File: src/slice_pkg.sv
`default_nettype none
package slice_pkg;

    // Widths
    localparam int DATA_W = 8;
    localparam int PC_W   = 21;
    localparam int ADDR_W = 12;
    localparam int INSTR_W = 16;

    // Program counter steps in bytes, one word per instruction
    localparam logic [PC_W-1:0] PC_STEP = 21'h000002;
    localparam logic [PC_W-1:0] PC_RESET = 21'h000000;

    // Access bank split and bank numbers
    localparam logic [7:0] ACCESS_LIMIT    = 8'h5f;
    localparam logic [3:0] ACCESS_LOW_BANK = 4'h0;
    localparam logic [3:0] ACCESS_SFR_BANK = 4'hf;

    // Opcode patterns
    localparam logic [5:0] OPC_ADD_FILE   = 6'h09;
    localparam logic [5:0] OPC_ADDC_FILE  = 6'h08;
    localparam logic [5:0] OPC_AND_FILE   = 6'h05;
    localparam logic [7:0] OPC_AND_LIT    = 8'h0b;
    localparam logic [3:0] OPC_BIT_CLEAR  = 4'h9;
    localparam logic [4:0] OPC_COND_BR    = 5'h1c;

    // Branch condition codes in bits 10:8
    localparam logic [2:0] COND_CARRY_SET   = 3'h2;
    localparam logic [2:0] COND_NEG_SET     = 3'h6;
    localparam logic [2:0] COND_CARRY_CLEAR = 3'h3;
    localparam logic [2:0] COND_NEG_CLEAR   = 3'h7;
    localparam logic [2:0] COND_OV_CLEAR    = 3'h5;
    localparam logic [2:0] COND_ZERO_CLEAR  = 3'h1;

    localparam logic [DATA_W-1:0] ACCUM_RESET = 8'h00;

    typedef enum logic [3:0] {
        ph_q1 = 4'b0001,
        ph_q2 = 4'b0010,
        ph_q3 = 4'b0100,
        ph_q4 = 4'b1000
    } phase_t;

    typedef enum logic [2:0] {
        op_none     = 3'h0,
        op_add_file = 3'h1,
        op_addc_file = 3'h2,
        op_and_lit  = 3'h3,
        op_and_file = 3'h4,
        op_bit_clear = 3'h5,
        op_cond_branch = 3'h6
    } op_t;

    // Status bit order: n, ov, z, dc, c from bit 4 down to bit 0
    typedef struct packed {
        logic n;
        logic ov;
        logic z;
        logic dc;
        logic c;
    } flags_t;

    localparam flags_t FLAGS_RESET = 5'h00;
    localparam flags_t FLAGS_NONE  = 5'h00;
    localparam flags_t FLAGS_ALL   = 5'h1f;
    localparam flags_t FLAGS_NZ    = 5'h14;

    typedef struct packed {
        logic [DATA_W-1:0] result;
        flags_t            flags;
        flags_t            flag_we;
    } alu_out_t;

    typedef struct packed {
        logic [ADDR_W-1:0] addr;
        logic [DATA_W-1:0] wdata;
        logic              we;
    } mem_req_t;

endpackage
`default_nettype wire
File: src/slice_alu.sv
`timescale 1ns/100ps
`default_nettype none
module slice_alu
(
    // Operation and operands
    input  wire slice_pkg::op_t          op_i,
    input  wire logic [7:0]              operand_i,
    input  wire logic [7:0]              accum_i,
    input  wire logic                    carry_i,
    input  wire logic [2:0]              bit_idx_i,
    // Result with flags and per-flag write enables
    output slice_pkg::alu_out_t          out_o
);

    logic [8:0] sum;
    logic [4:0] low_sum;
    logic       cin;

    always_comb
    begin
        cin = (op_i == slice_pkg::op_addc_file) ? carry_i : 1'b0;
        sum = {1'b0, accum_i} + {1'b0, operand_i} + {8'h00, cin};
        low_sum = {1'b0, accum_i[3:0]} + {1'b0, operand_i[3:0]}
                + {4'h0, cin};
        out_o = '0;
        case (op_i)
            slice_pkg::op_add_file,
            slice_pkg::op_addc_file:
            begin
                out_o.result   = sum[7:0];
                out_o.flags.c  = sum[8];
                out_o.flags.dc = low_sum[4];
                out_o.flags.ov = (accum_i[7] == operand_i[7])
                               && (sum[7] != accum_i[7]);
                out_o.flags.n  = sum[7];
                out_o.flags.z  = (sum[7:0] == 8'h00);
                out_o.flag_we  = slice_pkg::FLAGS_ALL;
            end
            slice_pkg::op_and_lit,
            slice_pkg::op_and_file:
            begin
                out_o.result  = accum_i & operand_i;
                out_o.flags.n = out_o.result[7];
                out_o.flags.z = (out_o.result == 8'h00);
                out_o.flag_we = slice_pkg::FLAGS_NZ;
            end
            slice_pkg::op_bit_clear:
            begin
                // Flags untouched: flag_we stays clear
                out_o.result = operand_i & ~(8'h01 << bit_idx_i);
            end
            default:
            begin
                out_o.result = operand_i;
            end
        endcase
    end

endmodule
`default_nettype wire

File: src/slice_core.sv
`timescale 1ns/100ps
`default_nettype none
module slice_core
#(
    parameter int PC_W   = slice_pkg::PC_W,
    parameter int ADDR_W = slice_pkg::ADDR_W
)
(
    // Clock and reset
    input  wire logic                      clk_i,
    input  wire logic                      rst_n_i,
    // Program memory word at pc_o
    input  wire logic [15:0]               instr_i,
    // Core configuration
    input  wire logic                      ext_set_en_i,
    input  wire logic [3:0]                bank_select_i,
    input  wire logic [ADDR_W-1:0]         index_base_i,
    // Data memory
    input  wire logic [7:0]                mem_rdata_i,
    output logic      [ADDR_W-1:0]         mem_addr_o,
    output logic      [7:0]                mem_wdata_o,
    output logic                           mem_we_o,
    // Core state
    output logic      [PC_W-1:0]           pc_o,
    output logic      [7:0]                accum_o,
    output logic      [4:0]                status_o,
    output logic      [3:0]                phase_o,
    output logic                           nop_cycle_o
);

    // ************************************************************
    // State
    // ************************************************************
    typedef struct packed {
        slice_pkg::phase_t   phase;
        logic                nop;
        slice_pkg::op_t      op;
        logic                dest_file;
        logic [2:0]          bit_idx;
        logic [7:0]          lit;
        logic [2:0]          cond;
        logic [7:0]          operand;
        logic [7:0]          result;
        slice_pkg::flags_t   res_flags;
        slice_pkg::flags_t   flag_we;
        logic                taken;
        logic [7:0]          accum;
        slice_pkg::flags_t   flags;
        logic [PC_W-1:0]     pc;
        logic [ADDR_W-1:0]   addr;
        logic [7:0]          wdata;
        logic                we;
    } state_t;

    state_t                 s_q;
    state_t                 s_d;
    slice_pkg::alu_out_t    alu_out;
    logic [PC_W-1:0]        br_offset;
    logic [PC_W-1:0]        pc_step;
    logic [7:0]             f_field;
    logic                   a_bit;
    logic                   d_bit;
    logic [$bits(slice_pkg::flags_t)-1:0] flag_next;

    // ************************************************************
    // Operand address forming
    // ************************************************************
    function automatic logic [ADDR_W-1:0] file_addr
    (
        input logic [7:0]        f,
        input logic              a,
        input logic              ext,
        input logic [3:0]        bank,
        input logic [ADDR_W-1:0] base
    );
        logic [ADDR_W-1:0] r;
        r = '0;
        if (a)
        begin
            r = {bank, f};
        end
        else if (ext && (f <= slice_pkg::ACCESS_LIMIT))
        begin
            // Indexed literal offset replaces the lower access half
            r = base + {4'h0, f};
        end
        else if (f <= slice_pkg::ACCESS_LIMIT)
        begin
            r = {slice_pkg::ACCESS_LOW_BANK, f};
        end
        else
        begin
            // Upper access half maps onto the top bank
            r = {slice_pkg::ACCESS_SFR_BANK, f};
        end
        return r;
    endfunction

    // ************************************************************
    // Branch condition
    // ************************************************************
    function automatic logic cond_met
    (
        input logic [2:0]        cond,
        input slice_pkg::flags_t fl
    );
        logic m;
        m = 1'b0;
        case (cond)
            slice_pkg::COND_CARRY_SET:   m = fl.c;
            slice_pkg::COND_NEG_SET:     m = fl.n;
            slice_pkg::COND_CARRY_CLEAR: m = !fl.c;
            slice_pkg::COND_NEG_CLEAR:   m = !fl.n;
            slice_pkg::COND_OV_CLEAR:    m = !fl.ov;
            slice_pkg::COND_ZERO_CLEAR:  m = !fl.z;
            default:                     m = 1'b0;
        endcase
        return m;
    endfunction

    // ************************************************************
    // Arithmetic unit
    // ************************************************************
    slice_alu u_alu
    (
        .op_i      (s_q.op),
        .operand_i (s_q.operand),
        .accum_i   (s_q.accum),
        .carry_i   (s_q.flags.c),
        .bit_idx_i (s_q.bit_idx),
        .out_o     (alu_out)
    );

    // Sign-extended offset doubled; wraps within the pc width
    assign br_offset = {{(PC_W-9){s_q.lit[7]}}, s_q.lit, 1'b0};

    // ************************************************************
    // Instruction fields
    // ************************************************************
    // Byte-oriented layout: opcode, d, a, then the 8-bit file field
    assign f_field = instr_i[7:0];
    assign a_bit   = instr_i[8];
    assign d_bit   = instr_i[9];

    // Sized to the pc so another pc width still steps by one word
    assign pc_step = PC_W'(slice_pkg::PC_STEP);

    // ************************************************************
    // Flag merge
    // ************************************************************
    // Each flag takes its new value only where its enable is set, so
    // a clear mask leaves every flag as it was
    for (genvar i = 0; i < $bits(slice_pkg::flags_t); i++)
    begin : g_flag
        assign flag_next[i] = s_q.flag_we[i] ? s_q.res_flags[i]
                                             : s_q.flags[i];
    end

    // ************************************************************
    // Next state
    // ************************************************************
    always_comb
    begin
        s_d = s_q;
        case (s_q.phase)
            slice_pkg::ph_q1:
            begin
                // Decode quarter
                // Fields latch even for refused words; op stays none and dest_file clear
                s_d.phase = slice_pkg::ph_q2;
                s_d.op = slice_pkg::op_none;
                s_d.dest_file = 1'b0;
                s_d.taken = 1'b0;
                s_d.we = 1'b0;
                s_d.bit_idx = instr_i[11:9];
                s_d.lit = instr_i[7:0];
                s_d.cond = instr_i[10:8];
                s_d.addr = file_addr(f_field, a_bit,
                                     ext_set_en_i, bank_select_i,
                                     index_base_i);
                if (!s_q.nop)
                begin
                    // Fetched word consumed: pc moves to the next word
                    s_d.pc = s_q.pc + pc_step;
                    if (instr_i[15:10] == slice_pkg::OPC_ADDC_FILE)
                    begin
                        s_d.op = slice_pkg::op_addc_file;
                        s_d.dest_file = d_bit;
                    end
                    else if (instr_i[15:10] == slice_pkg::OPC_ADD_FILE)
                    begin
                        s_d.op = slice_pkg::op_add_file;
                        s_d.dest_file = d_bit;
                    end
                    else if (instr_i[15:10] == slice_pkg::OPC_AND_FILE)
                    begin
                        s_d.op = slice_pkg::op_and_file;
                        s_d.dest_file = d_bit;
                    end
                    else if (instr_i[15:8] == slice_pkg::OPC_AND_LIT)
                    begin
                        s_d.op = slice_pkg::op_and_lit;
                    end
                    else if (instr_i[15:12] == slice_pkg::OPC_BIT_CLEAR)
                    begin
                        s_d.op = slice_pkg::op_bit_clear;
                        s_d.dest_file = 1'b1;
                    end
                    else if (instr_i[15:11] == slice_pkg::OPC_COND_BR)
                    begin
                        s_d.op = slice_pkg::op_cond_branch;
                    end
                    else
                    begin
                        // Outside this slice: the cycle idles
                        s_d.op = slice_pkg::op_none;
                    end
                end
            end
            slice_pkg::ph_q2:
            begin
                // Read quarter: literal or addressed file
                // Address was formed in decode, so the read has a full clock
                s_d.phase = slice_pkg::ph_q3;
                if (s_q.op == slice_pkg::op_and_lit)
                begin
                    s_d.operand = s_q.lit;
                end
                else
                begin
                    s_d.operand = mem_rdata_i;
                end
            end
            slice_pkg::ph_q3:
            begin
                // Process quarter
                s_d.phase = slice_pkg::ph_q4;
                s_d.result = alu_out.result;
                s_d.res_flags = alu_out.flags;
                s_d.flag_we = alu_out.flag_we;
                s_d.taken = (s_q.op == slice_pkg::op_cond_branch)
                          && cond_met(s_q.cond, s_q.flags);
                s_d.wdata = alu_out.result;
                // Write strobe stands for the whole fourth quarter
                s_d.we = s_q.dest_file
                      && (s_q.op != slice_pkg::op_none);
            end
            slice_pkg::ph_q4:
            begin
                // Write quarter
                s_d.phase = slice_pkg::ph_q1;
                s_d.we = 1'b0;
                s_d.nop = s_q.taken;
                if (s_q.taken)
                begin
                    s_d.pc = s_q.pc + br_offset;
                end
                // Accumulator is the destination only for d clear
                if (!s_q.dest_file
                    && (s_q.op != slice_pkg::op_none)
                    && (s_q.op != slice_pkg::op_cond_branch))
                begin
                    s_d.accum = s_q.result;
                end
                // Branches carry an all-clear enable mask
                s_d.flags = slice_pkg::flags_t'(flag_next);
                s_d.op = slice_pkg::op_none;
                s_d.flag_we = slice_pkg::FLAGS_NONE;
            end
            default:
            begin
                s_d.phase = slice_pkg::ph_q1;
            end
        endcase
    end

    // ************************************************************
    // State register
    // ************************************************************
    always_ff @(posedge clk_i or negedge rst_n_i)
    begin
        if (!rst_n_i)
        begin
            s_q <= '{
                phase:     slice_pkg::ph_q1,
                nop:       1'b0,
                op:        slice_pkg::op_none,
                dest_file: 1'b0,
                bit_idx:   3'h0,
                lit:       8'h00,
                cond:      3'h0,
                operand:   8'h00,
                result:    8'h00,
                res_flags: slice_pkg::FLAGS_RESET,
                flag_we:   slice_pkg::FLAGS_NONE,
                taken:     1'b0,
                accum:     slice_pkg::ACCUM_RESET,
                flags:     slice_pkg::FLAGS_RESET,
                pc:        PC_W'(slice_pkg::PC_RESET),
                addr:      '0,
                wdata:     8'h00,
                we:        1'b0
            };
        end
        else
        begin
            s_q <= s_d;
        end
    end

    // ************************************************************
    // Outputs
    // ************************************************************
    assign mem_addr_o  = s_q.addr;
    assign mem_wdata_o = s_q.wdata;
    assign mem_we_o    = s_q.we;
    assign pc_o        = s_q.pc;
    assign accum_o     = s_q.accum;
    assign status_o    = s_q.flags;
    assign phase_o     = s_q.phase;
    assign nop_cycle_o = s_q.nop;

endmodule
`default_nettype wire

File: config.mk
export PLATFORM = sky130hd
export DESIGN_NAME = slice_core
export DESIGN_NICKNAME = d
export VERILOG_FILES = /design/src/slice_pkg.sv /design/src/slice_alu.sv /design/src/slice_core.sv
export SDC_FILE = /design/constraint.sdc
export NUM_CORES = 1
export LEC_CHECK = 0
export ABC_AREA = 1
export BUFFER_PORTS_ARGS = -buffer_cell sky130_fd_sc_hd__buf_2
export CAP_MARGIN = 40
export CORE_ASPECT_RATIO = 0.9
export CORE_MARGIN = 2
export CORE_UTILIZATION = 30
export DETAILED_ROUTE_END_ITERATION = 6
export PLACE_DENSITY = 0.57
export SKIP_LAST_GASP = 1
export SLEW_MARGIN = 20
export SYNTH_ARGS = -nofsm -noshare
export SYNTH_HDL_FRONTEND = slang
export SYNTH_SLANG_ARGS = --single-unit
File: constraint.sdc
create_clock -name clk_i -period 2.5 [get_ports clk_i]
set_input_delay 0.5 -clock clk_i [delete_from_list [all_inputs] [get_ports clk_i]]
set_output_delay 0.5 -clock clk_i [all_outputs]
set_load 0.1 [all_outputs]
Yosys cells after proc, flatten, opt, wreduce, memory -nomap -nowiden --
Cells that the tools add are included.
Cells by class: multipliers 0, divide/modulo/power cells 0, magnitude comparators 1, equality and inequality tests 27, muxes and demuxes 30, reductions and logical operators 28, shift operators 1, bitwise logic cells 3, add/subtract/negate cells 7
Operators with widths (number):
- 21-bit two-way mux | 2
- 21-bit case mux with 2 select lines | 1
- 12-bit two-way mux | 3
- 8-bit case mux with 3 select lines | 1
- 21-bit by 2-bit adder with 21-bit output, second input constant | 1
- 21-bit adder | 1
- 5-bit case mux with 2 select lines | 2
- 3-bit == test, second input constant | 6
- 8-bit AND | 2
- 8-bit logical NOT | 2
- 4-bit two-way mux | 4
- 12-bit by 8-bit adder with 12-bit output | 1
- 3-bit by 2-bit == test with 1-bit output, second input constant | 4
- 6-bit by 4-bit == test with 1-bit output, second input constant | 2
- 4-bit case mux with 3 select lines | 1
- 2-bit AND reduction | 6
- 8-bit by 8-bit adder with 9-bit output | 1
- 9-bit by 1-bit adder with 9-bit output | 1
- 3-bit two-way mux | 3
- 4-bit == test, second input constant | 2
- 8-bit by 4-bit == test with 1-bit output, second input constant | 1
- 8-bit by 7-bit less-or-equal comparator with 1-bit output, second input constant | 1
- 8-bit two-way mux | 1
- 8-bit inverter | 1
- other kinds (24) | 47
Word-level totals: logic and storage cells 126, register bits 97, bits in latches 0, memory bits (writable) 0, memories 0, output and inout bits 60, bits in read-only memories 0

Logic depth before layout (Yosys ltp) --
word-level depth 9, depth in mapped cells 18

Cells and area by module --
A second synthesis with hierarchy kept.
Unflattened totals: cell total of the unflattened synthesis 926, area total of the unflattened synthesis 6671.4 um^2
By module, submodules not included:
- slice_core | cells each 769, instances 1, area each 5831.8 um^2, seq. area each 2353.5 um^2
- slice_alu | cells each 157, instances 1, area each 839.6 um^2, seq. area each 0.0 um^2

Least setup slack after synthesis --
No wires, ideal clock.
kind flip-flop to flip-flop, from register s_q, in the netlist phase_o[0], to register s_q, in the netlist pc_o[17], slack 357 ps, cell stages (with the launch flop) 15, data arrival time 2026 ps, library setup time 117 ps, cells stage by stage dfstp_2 nor2_1 nand2_1 inv_1 nand2_1 ha_1 fa_1 nand3_1 nand3_1 nand2_1 nand2_1 nand2_1 nand3b_1 nand3_1 nand2_1
On the way: cells in the longest elaborated chain, start to end 3, elaborated cells between the ends (all ways) 7
RTL lines:
- start: declaration | line slice_core.sv:55 | state_t s_q;
- start signal: assignment | line slice_core.sv:284 | s_q <= '{
- 4-bit by 1-bit == test with 1-bit output or 4-bit == test (tied branches) | line slice_core.sv:165 | case (s_q.phase)
- 2-bit inequality test (no source line) or 2-bit nonzero test (tied branches)
- 3-bit AND reduction (no source line)
Several ways; a longest one is shown, not always the timed one. A chain may end at the register's enable or synchronous reset.

Worst setup path in the final report --
from register s_q, in the netlist phase_o[0], to register s_q, in the netlist pc_o[20]
Same word-level chain as after synthesis.

==> impl_metrics.csv <==
group,metric,value,unit
status,status,"finished, final reports clean",
finish,fillers,2407,
setup_path,crit_path_max_incr_delay,0.56,ns
die,start_util,30.6,%
setup_path,crit_path_start_kind,"register",
clock_network,cts_hold_buf,0,
placement,io_buffers,101,
synthesis,synth-main-ff-cell,"dfrtp_1",
global_routing,first_global_vias,5834,
route,drc,0,
pwr,powerDensity,677,nW/um^2
global_routing,grt.met3_usage,3.89,%
placement,placed_cells,1281,
global_routing,grt_max_degree,54,
setup_path,arrival,2.62,ns
setup_path,crit_path_end_kind,"register",
clock_network,root_buffer,"clkbuf_16",
global_routing,grt_util_met1,22.6,%
finish,fin_cells,1300,
finish,final_net_count,1086,
finish,antennaDiodeCount,0,
synthesis,ys_ff_latch,91,
clock_network,cts_tree,"built",
finish,layout-drive-gt1-share,18.9,%
timing,final.period_utilization,94.6,%
synthesis,synth_cell_types,42,
die,rows,51,
placement,dp_hpwl,14700,um
clock_network,clock_latency,0.36,ns
timing,period_minus_slack,2.36,ns
global_routing,gr-total-overflow,0,
pwr,leakagePower,4.05,nW
setup_path,path_buf_inv,2,
pwr,vdd_drop_max,0.514,mV
timing,clock_skew,0.00812,ns
clock_network,clkSinkCount,91,
synthesis,async_reset_ff_share,100,%
synthesis,avgSynthCellArea,7.08,sq um
synthesis,syn_inst,939,
setup_path,path_delay_family,"simple AND/OR/NAND/NOR gates",
setup_path,reg2reg_setup_slack,0.14,ns
run,max_cap_viol_count,0,
synthesis,synth_seq_area_share,34.3,%
finish,utilization,35.0,%
timing,finalSetupViolCount,0,
route,viasPerCell,4.67,
timing,slew_headroom,64.5,%
route,num_vias,6077,
clock_network,path_clk_slew,0.07,ns
clock_network,numCtsBuffers,9,
route,drtIter0Drc,306,
route,drt_pass1_iterations,6,
setup_path,critPathSlowestCell,"dfstp_2",
setup_path,reg2reg_depth,13,
timing,hold_viol,0,
setup_path,worstPathRequired,2.75,ns
synthesis,syn_area,6650,sq um
route,routed_wl,18600,um
synthesis,synth_edf_count,0,
route,drtAntennaViolNets,0,
synthesis,ys.warnings.count,0,
setup_path,path_max_fanout,11,
setup_path,timing.rr.start,"phase_o[0]$_DFF_PN1_",
timing,rsz0062_at_grt,"true",
die,die_w,161,um
clock_network,h-tree-depth,3,
global_routing,grt_pass1_wl,30300,um
global_routing,grtUsageMet2,26.0,%
clock_network,clockBufferDepth,2,
finish,syn_to_final_growth,14.3,%
setup_path,path_cells,"nor2_2, nand3_1, clkinvlp_4, buf_12, ha_2, nand2_1, nor2_1, and2_1, nand3b_1, nand4_1, nand2_1, nand2_1, nand2_1",
timing,slew_violations,0,
global_routing,grt_use_total,16.3,%
global_routing,grt-busiest-layer,"met2",
placement,place.gp.congestion,0.883,
synthesis,synth_nets,1021,
setup_path,cp_common_cell,"nand2_1",
route,routedWlPerCell,14.3,um
worst_hold_path,hp-class,"in2async",
global_routing,antenna_found_initial,0,
setup_path,path_class,"reg2reg",
die,ioPinCount,103,
die,core,21700,sq um
timing,max_freq,0.423,GHz
timing,tns,0,ns
die,die_height,145,um
setup_path,reg2reg_to,"pc_o[20]$_DFFE_PN0P_",
die,dieArea,23400,sq um
timing,worst_slew_pin_slew,0.532,ns
-- area by class of cell --
cell class / count / area, sq um / share of cell area, %
multi-input cells: 671 / 3550 / 46.7
flip-flops and latches: 91 / 2280 / 30.0
clock buffers: 11 / 253 / 3.33
clock inverters: 5 / 36.3 / 0.478
repair buffers: 126 / 721 / 9.48
well taps: 291 / 364 / 4.79
inverters: 105 / 398 / 5.24
-- power by group --
group	switching (mW)	internal, mW	total (mW)
sequential	0.134	1.62	1.76
clock	0.627	0.731	1.36
combinational	1.58	0.455	2.03
-- kinds of logic after synthesis --
kind of cell,after synthesis,share of synthesized area (%)
DFF,91,34.3
muxes,7,1.19
and+or+nand+nor,483,31.1
adders and majority gates,39,7.80
AOI/OAI and AO/OA,133,10.8
xor gates and xnor gates,8,1.05
buffers and inverters,177,13.7
other,1,0.0564
-- synthesized netlist by cell type, drive strengths merged (3+ instances only) --
cell    number  share of area (%)
a211oi       3               0.34
a21oi       50                3.8
a31oi       11                1.0
buf         69                7.6
clkbuf       3               0.17
dfrtp       90                 34
fa           4                1.2
ha          35                6.6
inv        105                5.9
mux2         7                1.2
nand2      268                 15
nand3       79                6.0
nand3b       9                1.0
nand4       16                1.5
nor2        94                5.8
nor3        10               0.90
o21ai       55                4.1
o22ai        5               0.47
or2          3               0.32
xnor2        8                1.1
-- through the flow --
stage	power [mW]	worst slack (ns)	hold slack [ns]	instance area, sq um
CTS	5.18	0.0192	0.118	7470
detailed placement	3.80	0.0415	0.472	7180
global placement	3.79	0.0599	0.467	7180
global route	5.46	-0.0549	0.139	7600
floorplan	3.54	0.357	0.204	6650
finish	5.15	0.136	0.104	7600
-- flip-flops by register name, indices dropped and copies added (netlist names) --
name	cells
mem_we_o	1
nop_cycle_o	1
s_q	24
mem_addr_o	12
mem_wdata_o	8
phase_o	4
br_offset	8
accum_o	8
pc_o	20
status_o	5
-- cell usage in the layout (no fill, tap or decap), drive strengths merged, types with 16 or more instances in the layout --
master,instances
buf,126
nand2,268
ha,35
o21ai,55
a21oi,50
inv,105
nand3,79
nand4,16
dfrtp,90
nor2,94
-- worst max path at each step --
stage | start | endpoint | slack (ns) | depth (start not counted)
floorplan | phase_o[0]$_DFF_PN1_ | pc_o[17]$_DFFE_PN0P_ | 0.36 | 14
global placement | phase_o[0]$_DFF_PN1_ | pc_o[17]$_DFFE_PN0P_ | 0.06 | 14
detailed placement | phase_o[1]$_DFF_PN0_ | pc_o[16]$_DFFE_PN0P_ | 0.04 | 12
CTS | phase_o[1]$_DFF_PN0_ | pc_o[17]$_DFFE_PN0P_ | 0.02 | 14
global route | phase_o[0]$_DFF_PN1_ | pc_o[20]$_DFFE_PN0P_ | -0.05 | 14
finish | phase_o[0]$_DFF_PN1_ | pc_o[20]$_DFFE_PN0P_ | 0.14 | 13
-- routing by layer --
metal  vias up  wire length, um
met5         -                0
met4         0              170
met3        13             1090
met2       164             8380
met1      2761             9010
li1       3139                -
-- what timing repair did --
item                       CTS  global route
setup endpoints to repair    0            16
resized for setup            0            26
buffers inserted             0             3
(Power assumes the default switching activity.)
